File: src/design/jtag_chain_pkg.sv
// Constants and types shared by the test-port data chains
package jtag_chain_pkg;

    // Instruction codes
    localparam int          IR_W         = 4;
    localparam logic [3:0]  IR_EXT_TEST  = 4'h0;
    localparam logic [3:0]  IR_INT_TEST  = 4'h1;
    localparam logic [3:0]  IR_SAMPLE    = 4'h2;
    localparam logic [3:0]  IR_ABORT     = 4'h8;
    localparam logic [3:0]  IR_DP_ACC    = 4'hA;
    localparam logic [3:0]  IR_AP_ACC    = 4'hB;
    localparam logic [3:0]  IR_IDENT     = 4'hE;
    localparam logic [3:0]  IR_BYPASS    = 4'hF;
    localparam logic [3:0]  IR_CAPTURE   = 4'h1;

    // Chain widths
    localparam int          ID_W         = 32;
    localparam int          ACC_W        = 35;
    localparam int          DATA_W       = 32;
    localparam int          ACK_W        = 3;
    localparam int          N_GPIO       = 8;
    localparam int          CELLS        = 3;
    localparam int          BSR_W        = CELLS * N_GPIO;
    localparam int          LEN_W        = 6;

    // Cell positions inside one pin group
    localparam int          CELL_IN      = 0;
    localparam int          CELL_OUT     = 1;
    localparam int          CELL_OE      = 2;

    // Capture values; identity value is arbitrary
    localparam logic [31:0] ID_VALUE     = 32'h0000_1001;
    localparam logic        BYPASS_CAP   = 1'h0;
    localparam logic [2:0]  ACK_WAIT     = 3'h1;

    // Request queue toward the debug port
    localparam int          FIFO_DEPTH   = 16;
    localparam int          SEL_W        = 2;
    localparam int          REQ_W        = ACC_W + SEL_W;
    localparam logic [1:0]  REQ_DP       = 2'h0;
    localparam logic [1:0]  REQ_AP       = 2'h1;
    localparam logic [1:0]  REQ_ABORT    = 2'h2;

    // Controller states, Gray steps along the common path
    typedef enum logic [3:0] {
        ST_RESET    = 4'h0,
        ST_IDLE     = 4'h1,
        ST_SEL_DR   = 4'h3,
        ST_CAP_DR   = 4'h2,
        ST_SHIFT_DR = 4'h6,
        ST_EX1_DR   = 4'h7,
        ST_PAUSE_DR = 4'h5,
        ST_EX2_DR   = 4'h4,
        ST_UPD_DR   = 4'hC,
        ST_SEL_IR   = 4'hD,
        ST_CAP_IR   = 4'hF,
        ST_SHIFT_IR = 4'hE,
        ST_EX1_IR   = 4'hA,
        ST_PAUSE_IR = 4'hB,
        ST_EX2_IR   = 4'h9,
        ST_UPD_IR   = 4'h8
    } tap_state_t;

    // Chain selected between TDI and TDO
    typedef enum logic [2:0] {
        CH_BYPASS = 3'h0,
        CH_IDENT  = 3'h1,
        CH_BSR    = 3'h3,
        CH_DP     = 3'h2,
        CH_AP     = 3'h6,
        CH_ABORT  = 3'h7
    } chain_t;

endpackage

File: src/design/jtag_data_chains.sv
// Test-port data chains, instruction decode and pad multiplexing
`timescale 1ns/100ps
module jtag_data_chains (
    input  wire logic                                 ref_clk_i,
    input  wire logic                                 rst_n_i,
    input  wire logic                                 tck_i,
    input  wire logic                                 tms_i,
    input  wire logic                                 tdi_i,
    input  wire logic                                 trst_n_i,
    output logic                                      tdo_o,
    output logic                                      tdo_oe_o,
    input  wire logic [jtag_chain_pkg::N_GPIO-1:0]    pad_in_i,
    input  wire logic [jtag_chain_pkg::N_GPIO-1:0]    core_out_i,
    input  wire logic [jtag_chain_pkg::N_GPIO-1:0]    core_oe_i,
    output logic      [jtag_chain_pkg::N_GPIO-1:0]    pad_out_o,
    output logic      [jtag_chain_pkg::N_GPIO-1:0]    pad_oe_o,
    output logic      [jtag_chain_pkg::N_GPIO-1:0]    core_in_o,
    input  wire logic [jtag_chain_pkg::DATA_W-1:0]    dbg_rdata_i,
    input  wire logic [jtag_chain_pkg::ACK_W-1:0]     dbg_ack_i,
    output logic                                      req_valid_o,
    output logic      [jtag_chain_pkg::ACC_W-1:0]     req_data_o,
    output logic      [jtag_chain_pkg::SEL_W-1:0]     req_sel_o,
    input  wire logic                                 req_ready_i
);
    localparam int N     = jtag_chain_pkg::N_GPIO;
    localparam int ACC_W = jtag_chain_pkg::ACC_W;
    localparam int BSR_W = jtag_chain_pkg::BSR_W;
    localparam int IR_W  = jtag_chain_pkg::IR_W;

    // Synchronised pin levels
    logic [3:0]   link_s;
    logic [N-1:0] pad_in_s;
    logic         tck_s;
    logic         tms_s;
    logic         tdi_s;
    logic         trst_n_s;
    logic         tck_d_reg;
    logic         tck_d_next;
    logic         tck_rise;
    logic         tck_fall;

    // Controller, instruction and data chain state
    jtag_chain_pkg::tap_state_t state_reg;
    jtag_chain_pkg::tap_state_t state_next;
    logic [IR_W-1:0]  ir_reg;
    logic [IR_W-1:0]  ir_next;
    logic [IR_W-1:0]  irsh_reg;
    logic [IR_W-1:0]  irsh_next;
    logic [ACC_W-1:0] dr_reg;
    logic [ACC_W-1:0] dr_next;
    logic [BSR_W-1:0] hold_reg;
    logic [BSR_W-1:0] hold_next;
    logic             wait_reg;
    logic             wait_next;
    logic             tdo_reg;
    logic             tdo_next;
    logic             tdo_oe_reg;
    logic             tdo_oe_next;
    logic [N-1:0]     pad_out_reg;
    logic [N-1:0]     pad_out_next;
    logic [N-1:0]     pad_oe_reg;
    logic [N-1:0]     pad_oe_next;
    logic [N-1:0]     core_in_reg;
    logic [N-1:0]     core_in_next;

    // Boundary capture and hold views per cell kind
    logic [BSR_W-1:0] bsr_cap;
    logic [N-1:0]     hold_in;
    logic [N-1:0]     hold_out;
    logic [N-1:0]     hold_oe;

    // Request path
    jtag_chain_pkg::chain_t chain;
    logic [ACC_W+1:0] push_data;
    logic             push_valid;
    logic             fifo_ready;

    sync_two_ff #(
        .W (4)
    ) u_link_sync (
        .ref_clk_i (ref_clk_i),
        .rst_n_i   (rst_n_i),
        .d_i       ({trst_n_i, tdi_i, tms_i, tck_i}),
        .q_o       (link_s)
    );

    sync_two_ff #(
        .W (N)
    ) u_pad_sync (
        .ref_clk_i (ref_clk_i),
        .rst_n_i   (rst_n_i),
        .d_i       (pad_in_i),
        .q_o       (pad_in_s)
    );

    assign tck_s    = link_s[0];
    assign tms_s    = link_s[1];
    assign tdi_s    = link_s[2];
    assign trst_n_s = link_s[3];
    assign tck_rise = tck_s && !tck_d_reg;
    assign tck_fall = !tck_s && tck_d_reg;

    function automatic jtag_chain_pkg::chain_t decode_chain(
        input logic [IR_W-1:0] ir
    );
        if (ir == jtag_chain_pkg::IR_EXT_TEST ||
            ir == jtag_chain_pkg::IR_INT_TEST ||
            ir == jtag_chain_pkg::IR_SAMPLE) begin
            decode_chain = jtag_chain_pkg::CH_BSR;
        end else if (ir == jtag_chain_pkg::IR_ABORT) begin
            decode_chain = jtag_chain_pkg::CH_ABORT;
        end else if (ir == jtag_chain_pkg::IR_DP_ACC) begin
            decode_chain = jtag_chain_pkg::CH_DP;
        end else if (ir == jtag_chain_pkg::IR_AP_ACC) begin
            decode_chain = jtag_chain_pkg::CH_AP;
        end else if (ir == jtag_chain_pkg::IR_IDENT) begin
            decode_chain = jtag_chain_pkg::CH_IDENT;
        end else begin
            decode_chain = jtag_chain_pkg::CH_BYPASS;
        end
    endfunction

    // Length of the selected chain
    function automatic logic [5:0] chain_len(
        input jtag_chain_pkg::chain_t ch
    );
        case (ch)
            jtag_chain_pkg::CH_IDENT: chain_len = 6'(jtag_chain_pkg::ID_W);
            jtag_chain_pkg::CH_BSR:   chain_len = 6'(BSR_W);
            jtag_chain_pkg::CH_DP,
            jtag_chain_pkg::CH_AP,
            jtag_chain_pkg::CH_ABORT: chain_len = 6'(ACC_W);
            default:                  chain_len = 6'h01;
        endcase
    endfunction

    // Controller successor for one TCK rise
    function automatic jtag_chain_pkg::tap_state_t tap_step(
        input jtag_chain_pkg::tap_state_t s,
        input logic                       tms
    );
        case (s)
            jtag_chain_pkg::ST_RESET:    tap_step = tms ? jtag_chain_pkg::ST_RESET    : jtag_chain_pkg::ST_IDLE;
            jtag_chain_pkg::ST_IDLE:     tap_step = tms ? jtag_chain_pkg::ST_SEL_DR   : jtag_chain_pkg::ST_IDLE;
            jtag_chain_pkg::ST_SEL_DR:   tap_step = tms ? jtag_chain_pkg::ST_SEL_IR   : jtag_chain_pkg::ST_CAP_DR;
            jtag_chain_pkg::ST_CAP_DR:   tap_step = tms ? jtag_chain_pkg::ST_EX1_DR   : jtag_chain_pkg::ST_SHIFT_DR;
            jtag_chain_pkg::ST_SHIFT_DR: tap_step = tms ? jtag_chain_pkg::ST_EX1_DR   : jtag_chain_pkg::ST_SHIFT_DR;
            jtag_chain_pkg::ST_EX1_DR:   tap_step = tms ? jtag_chain_pkg::ST_UPD_DR   : jtag_chain_pkg::ST_PAUSE_DR;
            jtag_chain_pkg::ST_PAUSE_DR: tap_step = tms ? jtag_chain_pkg::ST_EX2_DR   : jtag_chain_pkg::ST_PAUSE_DR;
            jtag_chain_pkg::ST_EX2_DR:   tap_step = tms ? jtag_chain_pkg::ST_UPD_DR   : jtag_chain_pkg::ST_SHIFT_DR;
            jtag_chain_pkg::ST_UPD_DR:   tap_step = tms ? jtag_chain_pkg::ST_SEL_DR   : jtag_chain_pkg::ST_IDLE;
            jtag_chain_pkg::ST_SEL_IR:   tap_step = tms ? jtag_chain_pkg::ST_RESET    : jtag_chain_pkg::ST_CAP_IR;
            jtag_chain_pkg::ST_CAP_IR:   tap_step = tms ? jtag_chain_pkg::ST_EX1_IR   : jtag_chain_pkg::ST_SHIFT_IR;
            jtag_chain_pkg::ST_SHIFT_IR: tap_step = tms ? jtag_chain_pkg::ST_EX1_IR   : jtag_chain_pkg::ST_SHIFT_IR;
            jtag_chain_pkg::ST_EX1_IR:   tap_step = tms ? jtag_chain_pkg::ST_UPD_IR   : jtag_chain_pkg::ST_PAUSE_IR;
            jtag_chain_pkg::ST_PAUSE_IR: tap_step = tms ? jtag_chain_pkg::ST_EX2_IR   : jtag_chain_pkg::ST_PAUSE_IR;
            jtag_chain_pkg::ST_EX2_IR:   tap_step = tms ? jtag_chain_pkg::ST_UPD_IR   : jtag_chain_pkg::ST_SHIFT_IR;
            default:                     tap_step = tms ? jtag_chain_pkg::ST_SEL_DR   : jtag_chain_pkg::ST_IDLE;
        endcase
    endfunction

    assign chain = decode_chain(ir_reg);

    // Boundary cell layout per pin
    genvar g;
    generate
        for (g = 0; g < N; g++) begin : g_cells
            assign bsr_cap[g*jtag_chain_pkg::CELLS + jtag_chain_pkg::CELL_IN]
                = pad_in_s[g];
            assign bsr_cap[g*jtag_chain_pkg::CELLS + jtag_chain_pkg::CELL_OUT]
                = core_out_i[g];
            assign bsr_cap[g*jtag_chain_pkg::CELLS + jtag_chain_pkg::CELL_OE]
                = core_oe_i[g];
            assign hold_in[g]
                = hold_reg[g*jtag_chain_pkg::CELLS + jtag_chain_pkg::CELL_IN];
            assign hold_out[g]
                = hold_reg[g*jtag_chain_pkg::CELLS + jtag_chain_pkg::CELL_OUT];
            assign hold_oe[g]
                = hold_reg[g*jtag_chain_pkg::CELLS + jtag_chain_pkg::CELL_OE];
        end
    endgenerate

    // Controller, instruction and chain next values
    always_comb begin
        logic [5:0] len;
        len         = chain_len(chain);
        tck_d_next  = tck_s;
        state_next  = state_reg;
        ir_next     = ir_reg;
        irsh_next   = irsh_reg;
        dr_next     = dr_reg;
        hold_next   = hold_reg;
        wait_next   = wait_reg;
        tdo_next    = tdo_reg;
        tdo_oe_next = tdo_oe_reg;
        push_valid  = 1'b0;
        if (tck_rise) begin
            state_next = tap_step(state_reg, tms_s);
            case (state_reg)
                jtag_chain_pkg::ST_CAP_DR: begin
                    dr_next   = '0;
                    wait_next = 1'b0;
                    case (chain)
                        jtag_chain_pkg::CH_IDENT: begin
                            dr_next[jtag_chain_pkg::ID_W-1:0]
                                = jtag_chain_pkg::ID_VALUE;
                        end
                        jtag_chain_pkg::CH_BSR: begin
                            dr_next[BSR_W-1:0] = bsr_cap;
                        end
                        jtag_chain_pkg::CH_DP,
                        jtag_chain_pkg::CH_AP: begin
                            dr_next   = {dbg_rdata_i,
                                         fifo_ready ? dbg_ack_i
                                                    : jtag_chain_pkg::ACK_WAIT};
                            wait_next = !fifo_ready;
                        end
                        jtag_chain_pkg::CH_ABORT: begin
                            dr_next = '0;
                        end
                        default: begin
                            dr_next[0] = jtag_chain_pkg::BYPASS_CAP;
                        end
                    endcase
                end
                jtag_chain_pkg::ST_SHIFT_DR: begin
                    // Shift toward TDO, TDI at top
                    for (int i = 0; i < ACC_W; i++) begin
                        if (i == int'(len) - 1) begin
                            dr_next[i] = tdi_s;
                        end else if (i < ACC_W - 1) begin
                            dr_next[i] = dr_reg[i+1];
                        end else begin
                            dr_next[i] = 1'b0;
                        end
                    end
                end
                jtag_chain_pkg::ST_CAP_IR: begin
                    irsh_next = jtag_chain_pkg::IR_CAPTURE;
                end
                jtag_chain_pkg::ST_SHIFT_IR: begin
                    irsh_next = {tdi_s, irsh_reg[IR_W-1:1]};
                end
                default: begin
                end
            endcase
            if (state_next == jtag_chain_pkg::ST_UPD_DR) begin
                if (chain == jtag_chain_pkg::CH_BSR) begin
                    hold_next = dr_reg[BSR_W-1:0];
                end
                if (chain == jtag_chain_pkg::CH_ABORT ||
                    ((chain == jtag_chain_pkg::CH_DP ||
                      chain == jtag_chain_pkg::CH_AP) && !wait_reg)) begin
                    push_valid = 1'b1;
                end
            end
            if (state_next == jtag_chain_pkg::ST_UPD_IR) begin
                ir_next = irsh_reg;
            end
            if (state_next == jtag_chain_pkg::ST_RESET) begin
                ir_next = jtag_chain_pkg::IR_IDENT;
            end
        end
        if (tck_fall) begin
            // TDO changes on the falling edge
            tdo_oe_next = (state_reg == jtag_chain_pkg::ST_SHIFT_DR) ||
                          (state_reg == jtag_chain_pkg::ST_SHIFT_IR);
            tdo_next    = (state_reg == jtag_chain_pkg::ST_SHIFT_IR)
                          ? irsh_reg[0] : dr_reg[0];
        end
    end

    // Pad and core multiplexing
    always_comb begin
        pad_out_next = (ir_reg == jtag_chain_pkg::IR_EXT_TEST)
                       ? hold_out : core_out_i;
        pad_oe_next  = (ir_reg == jtag_chain_pkg::IR_EXT_TEST)
                       ? hold_oe : core_oe_i;
        core_in_next = (ir_reg == jtag_chain_pkg::IR_INT_TEST)
                       ? hold_in : pad_in_s;
    end

    always_ff @(posedge ref_clk_i) begin
        if (!rst_n_i || !trst_n_s) begin
            state_reg   <= jtag_chain_pkg::ST_RESET;
            ir_reg      <= jtag_chain_pkg::IR_IDENT;
            irsh_reg    <= '0;
            dr_reg      <= '0;
            hold_reg    <= '0;
            wait_reg    <= 1'b0;
            tdo_reg     <= 1'b0;
            tdo_oe_reg  <= 1'b0;
        end else begin
            state_reg   <= state_next;
            ir_reg      <= ir_next;
            irsh_reg    <= irsh_next;
            dr_reg      <= dr_next;
            hold_reg    <= hold_next;
            wait_reg    <= wait_next;
            tdo_reg     <= tdo_next;
            tdo_oe_reg  <= tdo_oe_next;
        end
    end

    // Edge detector and pad registers, system reset only
    always_ff @(posedge ref_clk_i) begin
        if (!rst_n_i) begin
            tck_d_reg   <= 1'b0;
            pad_out_reg <= '0;
            pad_oe_reg  <= '0;
            core_in_reg <= '0;
        end else begin
            tck_d_reg   <= tck_d_next;
            pad_out_reg <= pad_out_next;
            pad_oe_reg  <= pad_oe_next;
            core_in_reg <= core_in_next;
        end
    end

    // Access words tagged with their chain
    always_comb begin
        if (chain == jtag_chain_pkg::CH_AP) begin
            push_data = {jtag_chain_pkg::REQ_AP, dr_reg};
        end else if (chain == jtag_chain_pkg::CH_ABORT) begin
            push_data = {jtag_chain_pkg::REQ_ABORT, dr_reg};
        end else begin
            push_data = {jtag_chain_pkg::REQ_DP, dr_reg};
        end
    end

    // Queue toward the debug port; full shows as wait ack
    req_fifo #(
        .WIDTH (jtag_chain_pkg::REQ_W),
        .DEPTH (jtag_chain_pkg::FIFO_DEPTH)
    ) u_req_fifo (
        .ref_clk_i   (ref_clk_i),
        .rst_n_i     (rst_n_i),
        .in_valid_i  (push_valid),
        .in_data_i   (push_data),
        .in_ready_o  (fifo_ready),
        .out_valid_o (req_valid_o),
        .out_data_o  ({req_sel_o, req_data_o}),
        .out_ready_i (req_ready_i)
    );

    assign tdo_o     = tdo_reg;
    assign tdo_oe_o  = tdo_oe_reg;
    assign pad_out_o = pad_out_reg;
    assign pad_oe_o  = pad_oe_reg;
    assign core_in_o = core_in_reg;
endmodule

File: src/design/req_fifo.sv
// Request FIFO with registered head word
`timescale 1ns/100ps
module req_fifo #(
    parameter int WIDTH = 8,
    parameter int DEPTH = 16
) (
    input  wire logic             ref_clk_i,
    input  wire logic             rst_n_i,
    input  wire logic             in_valid_i,
    input  wire logic [WIDTH-1:0] in_data_i,
    output logic                  in_ready_o,
    output logic                  out_valid_o,
    output logic      [WIDTH-1:0] out_data_o,
    input  wire logic             out_ready_i
);
    localparam int AW = $clog2(DEPTH);

    logic [WIDTH-1:0] mem [DEPTH];
    logic [AW-1:0]    wr_reg;
    logic [AW-1:0]    wr_next;
    logic [AW-1:0]    rd_reg;
    logic [AW-1:0]    rd_next;
    logic [AW:0]      cnt_reg;
    logic [AW:0]      cnt_next;
    logic             ov_reg;
    logic             ov_next;
    logic [WIDTH-1:0] od_reg;
    logic [WIDTH-1:0] od_next;
    logic             push;
    logic             pop;

    // Pointer advance with wrap for any depth
    function automatic logic [AW-1:0] ptr_inc(input logic [AW-1:0] p);
        ptr_inc = (p == AW'(DEPTH - 1)) ? '0 : p + 1'b1;
    endfunction

    assign in_ready_o = (cnt_reg != (AW+1)'(DEPTH));
    assign push       = in_valid_i && in_ready_o;
    assign pop        = (cnt_reg != '0) && (!ov_reg || out_ready_i);

    // Next pointers, count and head stage
    always_comb begin
        wr_next  = push ? ptr_inc(wr_reg) : wr_reg;
        rd_next  = pop ? ptr_inc(rd_reg) : rd_reg;
        cnt_next = cnt_reg;
        if (push && !pop) begin
            cnt_next = cnt_reg + 1'b1;
        end else if (pop && !push) begin
            cnt_next = cnt_reg - 1'b1;
        end
        ov_next = (ov_reg && !out_ready_i) || pop;
        od_next = pop ? mem[rd_reg] : od_reg;
    end

    always_ff @(posedge ref_clk_i) begin
        if (!rst_n_i) begin
            wr_reg  <= '0;
            rd_reg  <= '0;
            cnt_reg <= '0;
            ov_reg  <= 1'b0;
            od_reg  <= '0;
        end else begin
            wr_reg  <= wr_next;
            rd_reg  <= rd_next;
            cnt_reg <= cnt_next;
            ov_reg  <= ov_next;
            od_reg  <= od_next;
        end
    end

    // Storage array, no reset needed
    always_ff @(posedge ref_clk_i) begin
        if (push) begin
            mem[wr_reg] <= in_data_i;
        end
    end

    assign out_valid_o = ov_reg;
    assign out_data_o  = od_reg;
endmodule

File: src/design/sync_two_ff.sv
// Two-flop synchroniser for levels from outside the clock domain
`timescale 1ns/100ps
module sync_two_ff #(
    parameter int W = 1
) (
    input  wire logic         ref_clk_i,
    input  wire logic         rst_n_i,
    input  wire logic [W-1:0] d_i,
    output logic      [W-1:0] q_o
);
    logic [W-1:0] meta_reg;
    logic [W-1:0] meta_next;
    logic [W-1:0] q_reg;
    logic [W-1:0] q_next;

    // First stage feeds only the second
    always_comb begin
        meta_next = d_i;
        q_next    = meta_reg;
    end

    always_ff @(posedge ref_clk_i) begin
        if (!rst_n_i) begin
            meta_reg <= '0;
            q_reg    <= '0;
        end else begin
            meta_reg <= meta_next;
            q_reg    <= q_next;
        end
    end

    assign q_o = q_reg;
endmodule

File: config.mk
export PLATFORM = sky130hd
export DESIGN_NAME = jtag_data_chains
export DESIGN_NICKNAME = d
export VERILOG_FILES = /design/src/design/jtag_chain_pkg.sv /design/src/design/jtag_data_chains.sv /design/src/design/req_fifo.sv /design/src/design/sync_two_ff.sv
export SDC_FILE = /design/constraint.sdc
export NUM_CORES = 1
export LEC_CHECK = 0
export ABC_CLOCK_PERIOD_IN_PS = 7200
export BUFFER_PORTS_ARGS = -buffer_cell sky130_fd_sc_hd__buf_2
export CAP_MARGIN = 10
export CELL_PAD_IN_SITES_DETAIL_PLACEMENT = 1
export CELL_PAD_IN_SITES_GLOBAL_PLACEMENT = 2
export CORE_MARGIN = 1
export CORE_UTILIZATION = 43
export DETAILED_ROUTE_END_ITERATION = 8
export GPL_TIMING_DRIVEN = 0
export PLACE_DENSITY = 0.8
export SYNTH_ARGS = -nofsm -noshare
export SYNTH_HDL_FRONTEND = slang
export SYNTH_SLANG_ARGS = --single-unit
File: constraint.sdc
create_clock -name ref_clk_i -period 7.2 [get_ports ref_clk_i]
set_input_delay 0.36 -clock ref_clk_i [delete_from_list [all_inputs] [get_ports ref_clk_i]]
set_output_delay 0.36 -clock ref_clk_i [all_outputs]
set_load 0.03 [all_outputs]
==> summary.txt, run 1 <==
Detailed routing
  – Metal-1 WL: roughly 32000 µm
  – Residual DRC: 0
  – Vias per cell: 5.83
  – WL met3: around 4800 µm
  – 1st-iter DRT viols: around 1400
  – Final WL: around 81000 µm
  – Top layer reached by signal wires: met4
  – ANT nets after route: 0
  – Detailed Routing Iterations Pass 1: 5
  – DR WL met2: about 41000 µm
  – Routed length per instance: between 20 and 30 µm
  – Vias after detailed routing: about 17000

Worst setup path
  – Critical Path Fanout Max: 10
  – Worst reg2reg endpoint: u_req_fifo.cnt_reg[4]
  – CP Launch Type: flip-flop
  – WP data required: ~7.7 ns
  – FF-to-FF path depth: 14
  – Reg2Reg Setup Slack: 3.54 ns
  – Worst Setup SP: state_reg[2]
  – CP dominant cell by count: ha_1
  – Critical Path Sink Type: flip-flop
  – Worst R2R Start: state_reg[2]
  – CP max-delay cell: dfxtp_1
  – Critical Path Max Stage Delay: approximately 0.34 ns
  – CP Cell Sequence: and2_0 > o21ai_0 > nand4_1 > buf_2 > nor2_2 > buf_4 > ha_1 > inv_1 > ha_1 > nor2b_1 > o21a_1 > or3_1 > a21oi_1 > mux2i_1
  – Kind of critical path: flip-flop to flip-flop
  – Worst path arrival time: between 4 and 5 ns

Timing
  – Unrepaired setup endpoints after global routing: no
  – FMAX: ~0.27 GHz
  – Max-slew violations: 0
  – Final Cycle Share: between 50 and 60%
  – Post-layout worst setup margin: around 3.5 ns
  – Hold Violations, Final: 0
  – Relative slew margins: between 10% and 20%
  – Min cycle time layout: around 3.7 ns
  – Clk_skew: around 0.022 ns
  – # setup viols final: 0
  – Setup TNS: 0 ns
  – Worst Tran Pin Value: around 1.2 ns

Final layout
  – N_diodes: 0
  – Nets: roughly 2100
  – Layout cells sized above 1: 23.8%
  – Largest register FFs: about 590
  – Final core utilization: between 50% and 60%
  – Design area: around 34000 µm²
  – Area delta synth->final: 16.4%

Clocking
  – CTS Buf Count: 79
  – Setup Buffers After CTS: 0
  – CTS tree: yes
  – Root Buffer Master: clkbuf_16
  – Clk buf depth: 3
  – H-tree level count: 3
  – Clock sinks: 766
  – CTS clk-pin slew, worst paths: around 0.060 ns
  – Clock Latency Late Sink: 0.62 ns

Die
  – # rows: 95
  – Initial Util: a little over two fifths
  – Die width: approximately 260 µm
  – Die area: roughly 70000 µm²
  – Core Region: just under 70000 µm²
  – Top Ports: 130
  – DIE HEIGHT: 264 µm

Power and ir drop
  – Peak supply drop: roughly 0.14 mV
  – Leak pwr: about 9.5 nW
  – Tot Pwr: between 9 and 10 mW
  – P per Cell Area: approximately 270 nW/µm²

Logic synthesis
  – Post-synthesis net count: around 1800
  – Adder-cell share of the synthesized area: 0.450%
  – Main combinational cell family by area after synthesis: multiplexers
  – Simple-Gate Fraction of Synth Area: approximately 5.3%
  – FF+latch count, synth: ~770
  – EDFF count, synth: 592
  – Compound-Gate Fraction of Synth Area: 7.08%
  – Post-synthesis xor/xnor area fraction: less than 1%
  – Mapped Avg Cell Area: between 15 and 20 µm²
  – Count of cell types in the netlist: slightly below 70
  – Synthesized cell area: a little under 30000 µm²
  – Post-synthesis mux area share: 12.9%
  – Yosys warns: 0
  – Syn Inst Count: 1731
  – Asr flop ratio synth: 0%
  – Post-synth top flop: edfxtp_1
  – Seq/Total Area, Yosys: 72.1%

Worst hold path
  – HP Class: input port to flip-flop
  – Hold path depth: 3
  – Hold EP: pad_out_o[6]
  – Beginning of the worst hold path: core_out_i[6]

GRT
  – Initial antenna violation count: 2
  – GRT overflow: 0
  – Largest net degree at the start of global routing: 24
  – GRT Overall Usage: a little under a quarter
  – Vias in the first global route: around 18000
  – First-pass GRT wire length: about 120000 µm

Place
  – Dpl hpwl: 54400 µm
  – Place WS: around 3.6 ns
  – Port Buffers: 128
  – Area after DPL: ~32000 µm²
  – GPL Wtd Cong: 0.803

Flow run
  – Max_cap viols: 0

Status
  – Outcome: finished, final reports clean
## area by class of cell
class | instances | area (µm²)
multi-input cells | 834 | 7640
repair buffers | 169 | 1200
inverters | 14 | 52.6
clock inverters | 25 | 223
clock buffers | 116 | 2280
flip-flops and latches | 766 | 21300
plain buffers | 117 | 546
well taps | 873 | 1090
fillers | 6377 | 33200
## layer usage
| metal | GRT usage [%] | up-vias |
|---|---|---|
| met1 | 29.9 | 8815 |
| met4 | 8.38 | 0 |
| met5 | 0 | - |
| met3 | 3.89 | 157 |
| met2 | 40.6 | 642 |
| li1 | - | 7379 |
## worst max-delay path by stage
stage | to | slack [ns] | depth (start not counted)
2_1_floorplan | u_req_fifo.cnt_reg[4] | 4.14 | 14
3_3_place_gp | u_req_fifo.mem[14][11] | 2.92 | 7
3_5_place_dp | u_req_fifo.cnt_reg[4] | 3.57 | 14
4_1_cts | u_req_fifo.cnt_reg[4] | 3.55 | 14
5_1_grt | u_req_fifo.cnt_reg[4] | 3.27 | 14
6_report | u_req_fifo.cnt_reg[4] | 3.54 | 14
## worst max-delay path: cells and delay by family, from the launching register on
| kind | cells | cell delay, ns |
|---|---|---|
| and+or+nand+nor | 5 | 1.24 |
| AOI/OAI and AO/OA | 3 | 0.68 |
| buffers and inverters | 3 | 0.59 |
| adders and majority gates | 2 | 0.56 |
| DFF | 1 | 0.34 |
| muxes | 1 | 0.19 |
## what timing repair did
| item | CTS | global route |
|---|---|---|
| resized for setup | 0 | 0 |
| endpoints found under the hold margin | 23 | 0 |
| hold buffers | 23 | 0 |
## metrics by stage
step,instances,hold slack (ns)
after floorplan,1731,0.412
after global placement,2732,0.416
after detailed placement,2750,0.421
after CTS,2914,0.00227
after global routing,2914,0.0212
final,2914,0.0306
## where the power goes
part | switching, mW | total, mW | internal, mW
sequential | 0.0320 | 4.79 | 4.75
clock | 1.66 | 3.97 | 2.30
combinational | 0.409 | 0.677 | 0.268
total | 2.10 | 9.43 | 7.32
## layout by cell type, fill, tap and decap left out, drive strengths merged, types with 4 or more instances in the layout
| cell | n |
|---|---|
| a211oi | 22 |
| a21oi | 75 |
| a221oi | 10 |
| a22o | 37 |
| a22oi | 58 |
| a32oi | 5 |
| and2 | 37 |
| and3 | 19 |
| buf | 205 |
| clkbuf | 174 |
| clkinv | 19 |
| dfxtp | 174 |
| dlygate4sd3 | 23 |
| edfxtp | 592 |
| ha | 9 |
| inv | 17 |
| mux2i | 45 |
| mux4 | 148 |
| nand2 | 73 |
| nand2b | 5 |
| nand3 | 30 |
| nor2 | 82 |
| nor2b | 12 |
| nor3 | 36 |
| nor4 | 5 |
| o211ai | 5 |
| o21ai | 80 |
| or4 | 4 |
## cell usage after synthesis (2+ instances only)
library cell | number | area, µm²
a211oi_1 | 21 | 158
a21oi_1 | 74 | 370
a221oi_1 | 10 | 87.6
a22o_1 | 37 | 324
a22oi_1 | 58 | 435
a311oi_1 | 2 | 17.5
a31oi_1 | 2 | 12.5
a32oi_1 | 5 | 43.8
and2_1 | 35 | 219
and3_1 | 19 | 119
buf_1 | 18 | 67.6
buf_2 | 31 | 155
buf_4 | 6 | 45.0
buf_8 | 4 | 60.1
clkbuf_1 | 58 | 218
dfxtp_1 | 174 | 3480
edfxtp_1 | 592 | 17800
ha_1 | 9 | 113
inv_1 | 13 | 48.8
mux2_2 | 2 | 22.5
mux2i_1 | 45 | 450
mux4_2 | 148 | 3330
nand2_1 | 73 | 274
nand2b_1 | 5 | 31.3
nand3_1 | 30 | 150
nor2_1 | 80 | 300
nor2_2 | 2 | 12.5
nor2b_1 | 10 | 62.6
nor2b_4 | 2 | 27.5
nor3_1 | 35 | 175
nor3b_1 | 2 | 15.0
nor4_1 | 3 | 18.8
o211a_1 | 3 | 30.0
o211ai_1 | 5 | 37.5
o21a_1 | 3 | 22.5
o21ai_0 | 76 | 380
o21ai_1 | 2 | 10.0
o22a_1 | 3 | 26.3
or3_1 | 2 | 12.5
or4_1 | 3 | 22.5
xnor2_1 | 2 | 17.5
## kinds of logic (layout without fill, tap and decap cells)
group                      count (synthesis)  in the layout
AOI/OAI and AO/OA                        314            314
DFF                                      766            766
buffers and inverters                    131            441
muxes                                    195            195
and+or+nand+nor                          312            312
xor gates and xnor gates                   3              3
adders and majority gates                 10             10
Power figures use the tool's default switching activity.
==> inputs of run 2 (changes only) <==
--- a/config.mk
+++ b/config.mk
@@ -5,16 +5,16 @@
 export SDC_FILE = /design/constraint.sdc
 export NUM_CORES = 1
 export LEC_CHECK = 0
-export ABC_CLOCK_PERIOD_IN_PS = 7200
+export ABC_CLOCK_PERIOD_IN_PS = 3000
 export BUFFER_PORTS_ARGS = -buffer_cell sky130_fd_sc_hd__buf_2
 export CAP_MARGIN = 10
 export CELL_PAD_IN_SITES_DETAIL_PLACEMENT = 1
 export CELL_PAD_IN_SITES_GLOBAL_PLACEMENT = 2
 export CORE_MARGIN = 1
-export CORE_UTILIZATION = 43
+export CORE_UTILIZATION = 42
 export DETAILED_ROUTE_END_ITERATION = 8
 export GPL_TIMING_DRIVEN = 0
-export PLACE_DENSITY = 0.8
+export PLACE_DENSITY = 0.82
 export SYNTH_ARGS = -nofsm -noshare
 export SYNTH_HDL_FRONTEND = slang
 export SYNTH_SLANG_ARGS = --single-unit
==> constraint.sdc (replaced) <==
create_clock -name ref_clk_i -period 3 [get_ports ref_clk_i]
set_input_delay 0.15 -clock ref_clk_i [delete_from_list [all_inputs] [get_ports ref_clk_i]]
set_output_delay 0.15 -clock ref_clk_i [all_outputs]
set_load 0.03 [all_outputs]
==> summary.txt, run 2 (same netlist as run 1, synthesis figures left out) <==
Place
  – Port Buffers: approximately 130
  – Post-placement cell count: roughly 2800
  – Place WS: -0.442 ns
  – GPL Wtd Cong: ~0.81
  – Area after DPL: around 32000 µm²
  – Dpl hpwl: between 50000 and 60000 µm

Clocking
  – Clk buf depth: 3
  – CTS tree: yes
  – Clock Latency Late Sink: 0.65 ns
  – H-tree level count: 3
  – CTS clk-pin slew, worst paths: about 0.060 ns
  – CTS Buf Count: a little under 80
  – Root Buffer Master: clkbuf_16
  – Clock sinks: 766

Detailed routing
  – Routed length per instance: approximately 28 µm
  – ANT nets after route: 0
  – Final WL: roughly 85000 µm
  – Vias after detailed routing: approximately 18000
  – Vias per cell: between 5 and 6
  – Detailed Routing Iterations Pass 1: 5
  – 1st-iter DRT viols: 1478
  – Residual DRC: 0

Timing
  – # setup viols final: 0
  – Worst hold margin: 0.0383 ns
  – Unrepaired setup endpoints after global routing: yes
  – Post-layout worst setup margin: roughly 0.070 ns
  – Clk_skew: 0.0328 ns
  – Worst Tran Pin Value: 1.20 ns
  – Min cycle time layout: 2.93 ns
  – Final Cycle Share: 97.7%
  – FMAX: between 0.3 and 0.4 GHz
  – Relative slew margins: 20.2%
  – Max-slew violations: 0
  – Hold Violations, Final: 0
  – Setup TNS: 0 ns

Worst setup path
  – CP dominant cell by count: ha_4
  – Critical Path Sink Type: flip-flop
  – WP data required: 3.56 ns
  – Crit path max-delay family: simple AND/OR/NAND/NOR gates
  – Critical Path Fanout Max: 9
  – CP Cell Sequence: or4_4 > o21ai_4 > ha_4 > inv_2 > ha_4 > nor2b_1 > o21a_1 > or3_1 > a21oi_2 > mux2i_1
  – Worst path arrival time: 3.49 ns
  – Critical Path Max Stage Delay: just under 0.6 ns
  – CP max-delay cell: or4_4
  – Worst Path Buf+Inv: 1
  – CP Launch Type: flip-flop
  – Kind of critical path: flip-flop to flip-flop

Final layout
  – Most frequent cells in the layout: edfxtp_1 (592), dfxtp_1 (171), buf_2 (155), mux4_2 (148), clkbuf_1 (86)
  – Design area: 34900 µm²
  – Largest register FFs: roughly 590
  – Non-filler instance count after layout: approximately 3000
  – Nets: between 2000 and 2500
  – Area delta synth->final: 18.3%
  – Fillers: approximately 6600
  – Layout cells sized above 1: approximately a quarter
  – Most common cell after layout, fill and taps aside: edfxtp_1
  – Final core utilization: 50.5%

GRT
  – Initial antenna violation count: 1
  – First-pass GRT wire length: 124000 µm
  – Largest net degree at the start of global routing: 25
  – GRT Overall Usage: around 24%
  – GRT overflow: 0
  – Vias in the first global route: 18500

Power and ir drop
  – P per Cell Area: around 650 nW/µm²
  – Leak pwr: ~9.7 nW
  – Tot Pwr: ~23 mW
  – Peak supply drop: ~0.33 mV

Die
  – Die area: 71200 µm²
  – Core Region: slightly below 70000 µm²
  – Initial Util: a little over two fifths
  – DIE HEIGHT: around 270 µm
  – Top Ports: between 100 and 150
  – Die width: approximately 270 µm
  – # rows: 96

Status
  – Outcome: finished, final reports clean

Flow run
  – Max_cap viols: 0

Worst hold path
  – HP Class: input port to flip-flop
[run 2: worst reg2reg max path, stage by stage (launching register included)]
cell and delay [ns]:
dfxtp_1 0.36, or4_4 0.58, o21ai_4 0.44, ha_4 0.24, inv_2 0.06, ha_4 0.22, nor2b_1 0.14, o21a_1 0.18
or3_1 0.32, a21oi_2 0.14, mux2i_1 0.18
[run 2: where the power goes]
part	switching [mW]	internal, mW	total [mW]
logic	1.02	0.678	1.70
clock network	4.18	5.45	9.63
registers	0.0853	11.4	11.5
total	5.28	17.5	22.8
[run 2: cell type report]
type                            instances  area [µm²]  area share, %
Timing Repair Buffer                  203        1540           4.43
Tap cell                              931        1160           3.34
Multi-Input combinational cell        834        7710           22.1
Clock inverter                         33         318          0.912
Buffer                                117         579           1.66
Antenna cell                            1        2.50        0.00718
Sequential cell                       766       21300           61.0
Inverter                               14        52.6          0.151
Clock buffer                          115        2210           6.35
[run 2: worst paths after layout]
check                               from               endpoint  slack, ns  cells past startpoint
setup / recovery   u_req_fifo.cnt_reg[0]  u_req_fifo.cnt_reg[4]       0.07                     10
hold / removal            dbg_rdata_i[0]              dr_reg[3]       0.04                      5
setup reg to reg   u_req_fifo.cnt_reg[0]  u_req_fifo.cnt_reg[4]       0.07                     10
hold reg to reg   u_pad_sync.meta_reg[3]      u_pad_sync.q_o[3]       0.43                      1
[run 2: repair_timing]
action                                  in CTS  in global routing
hold endpoints to repair                    50                  0
buffers inserted                             6                  3
pin swaps                                    5                  5
gates resized for setup                     28                  4
endpoints found under the setup margin     221                 25
hold buffers                                48                  0
[run 2: metal layers]
layer  track usage [%]  part of all wire, %  up-vias
li1                  -                    -     7462
met1              31.1                   40     9221
met2              42.1                   51      746
met3              3.96                  6.4      126
met4              6.59                  2.3        0
met5                 0                    0        -
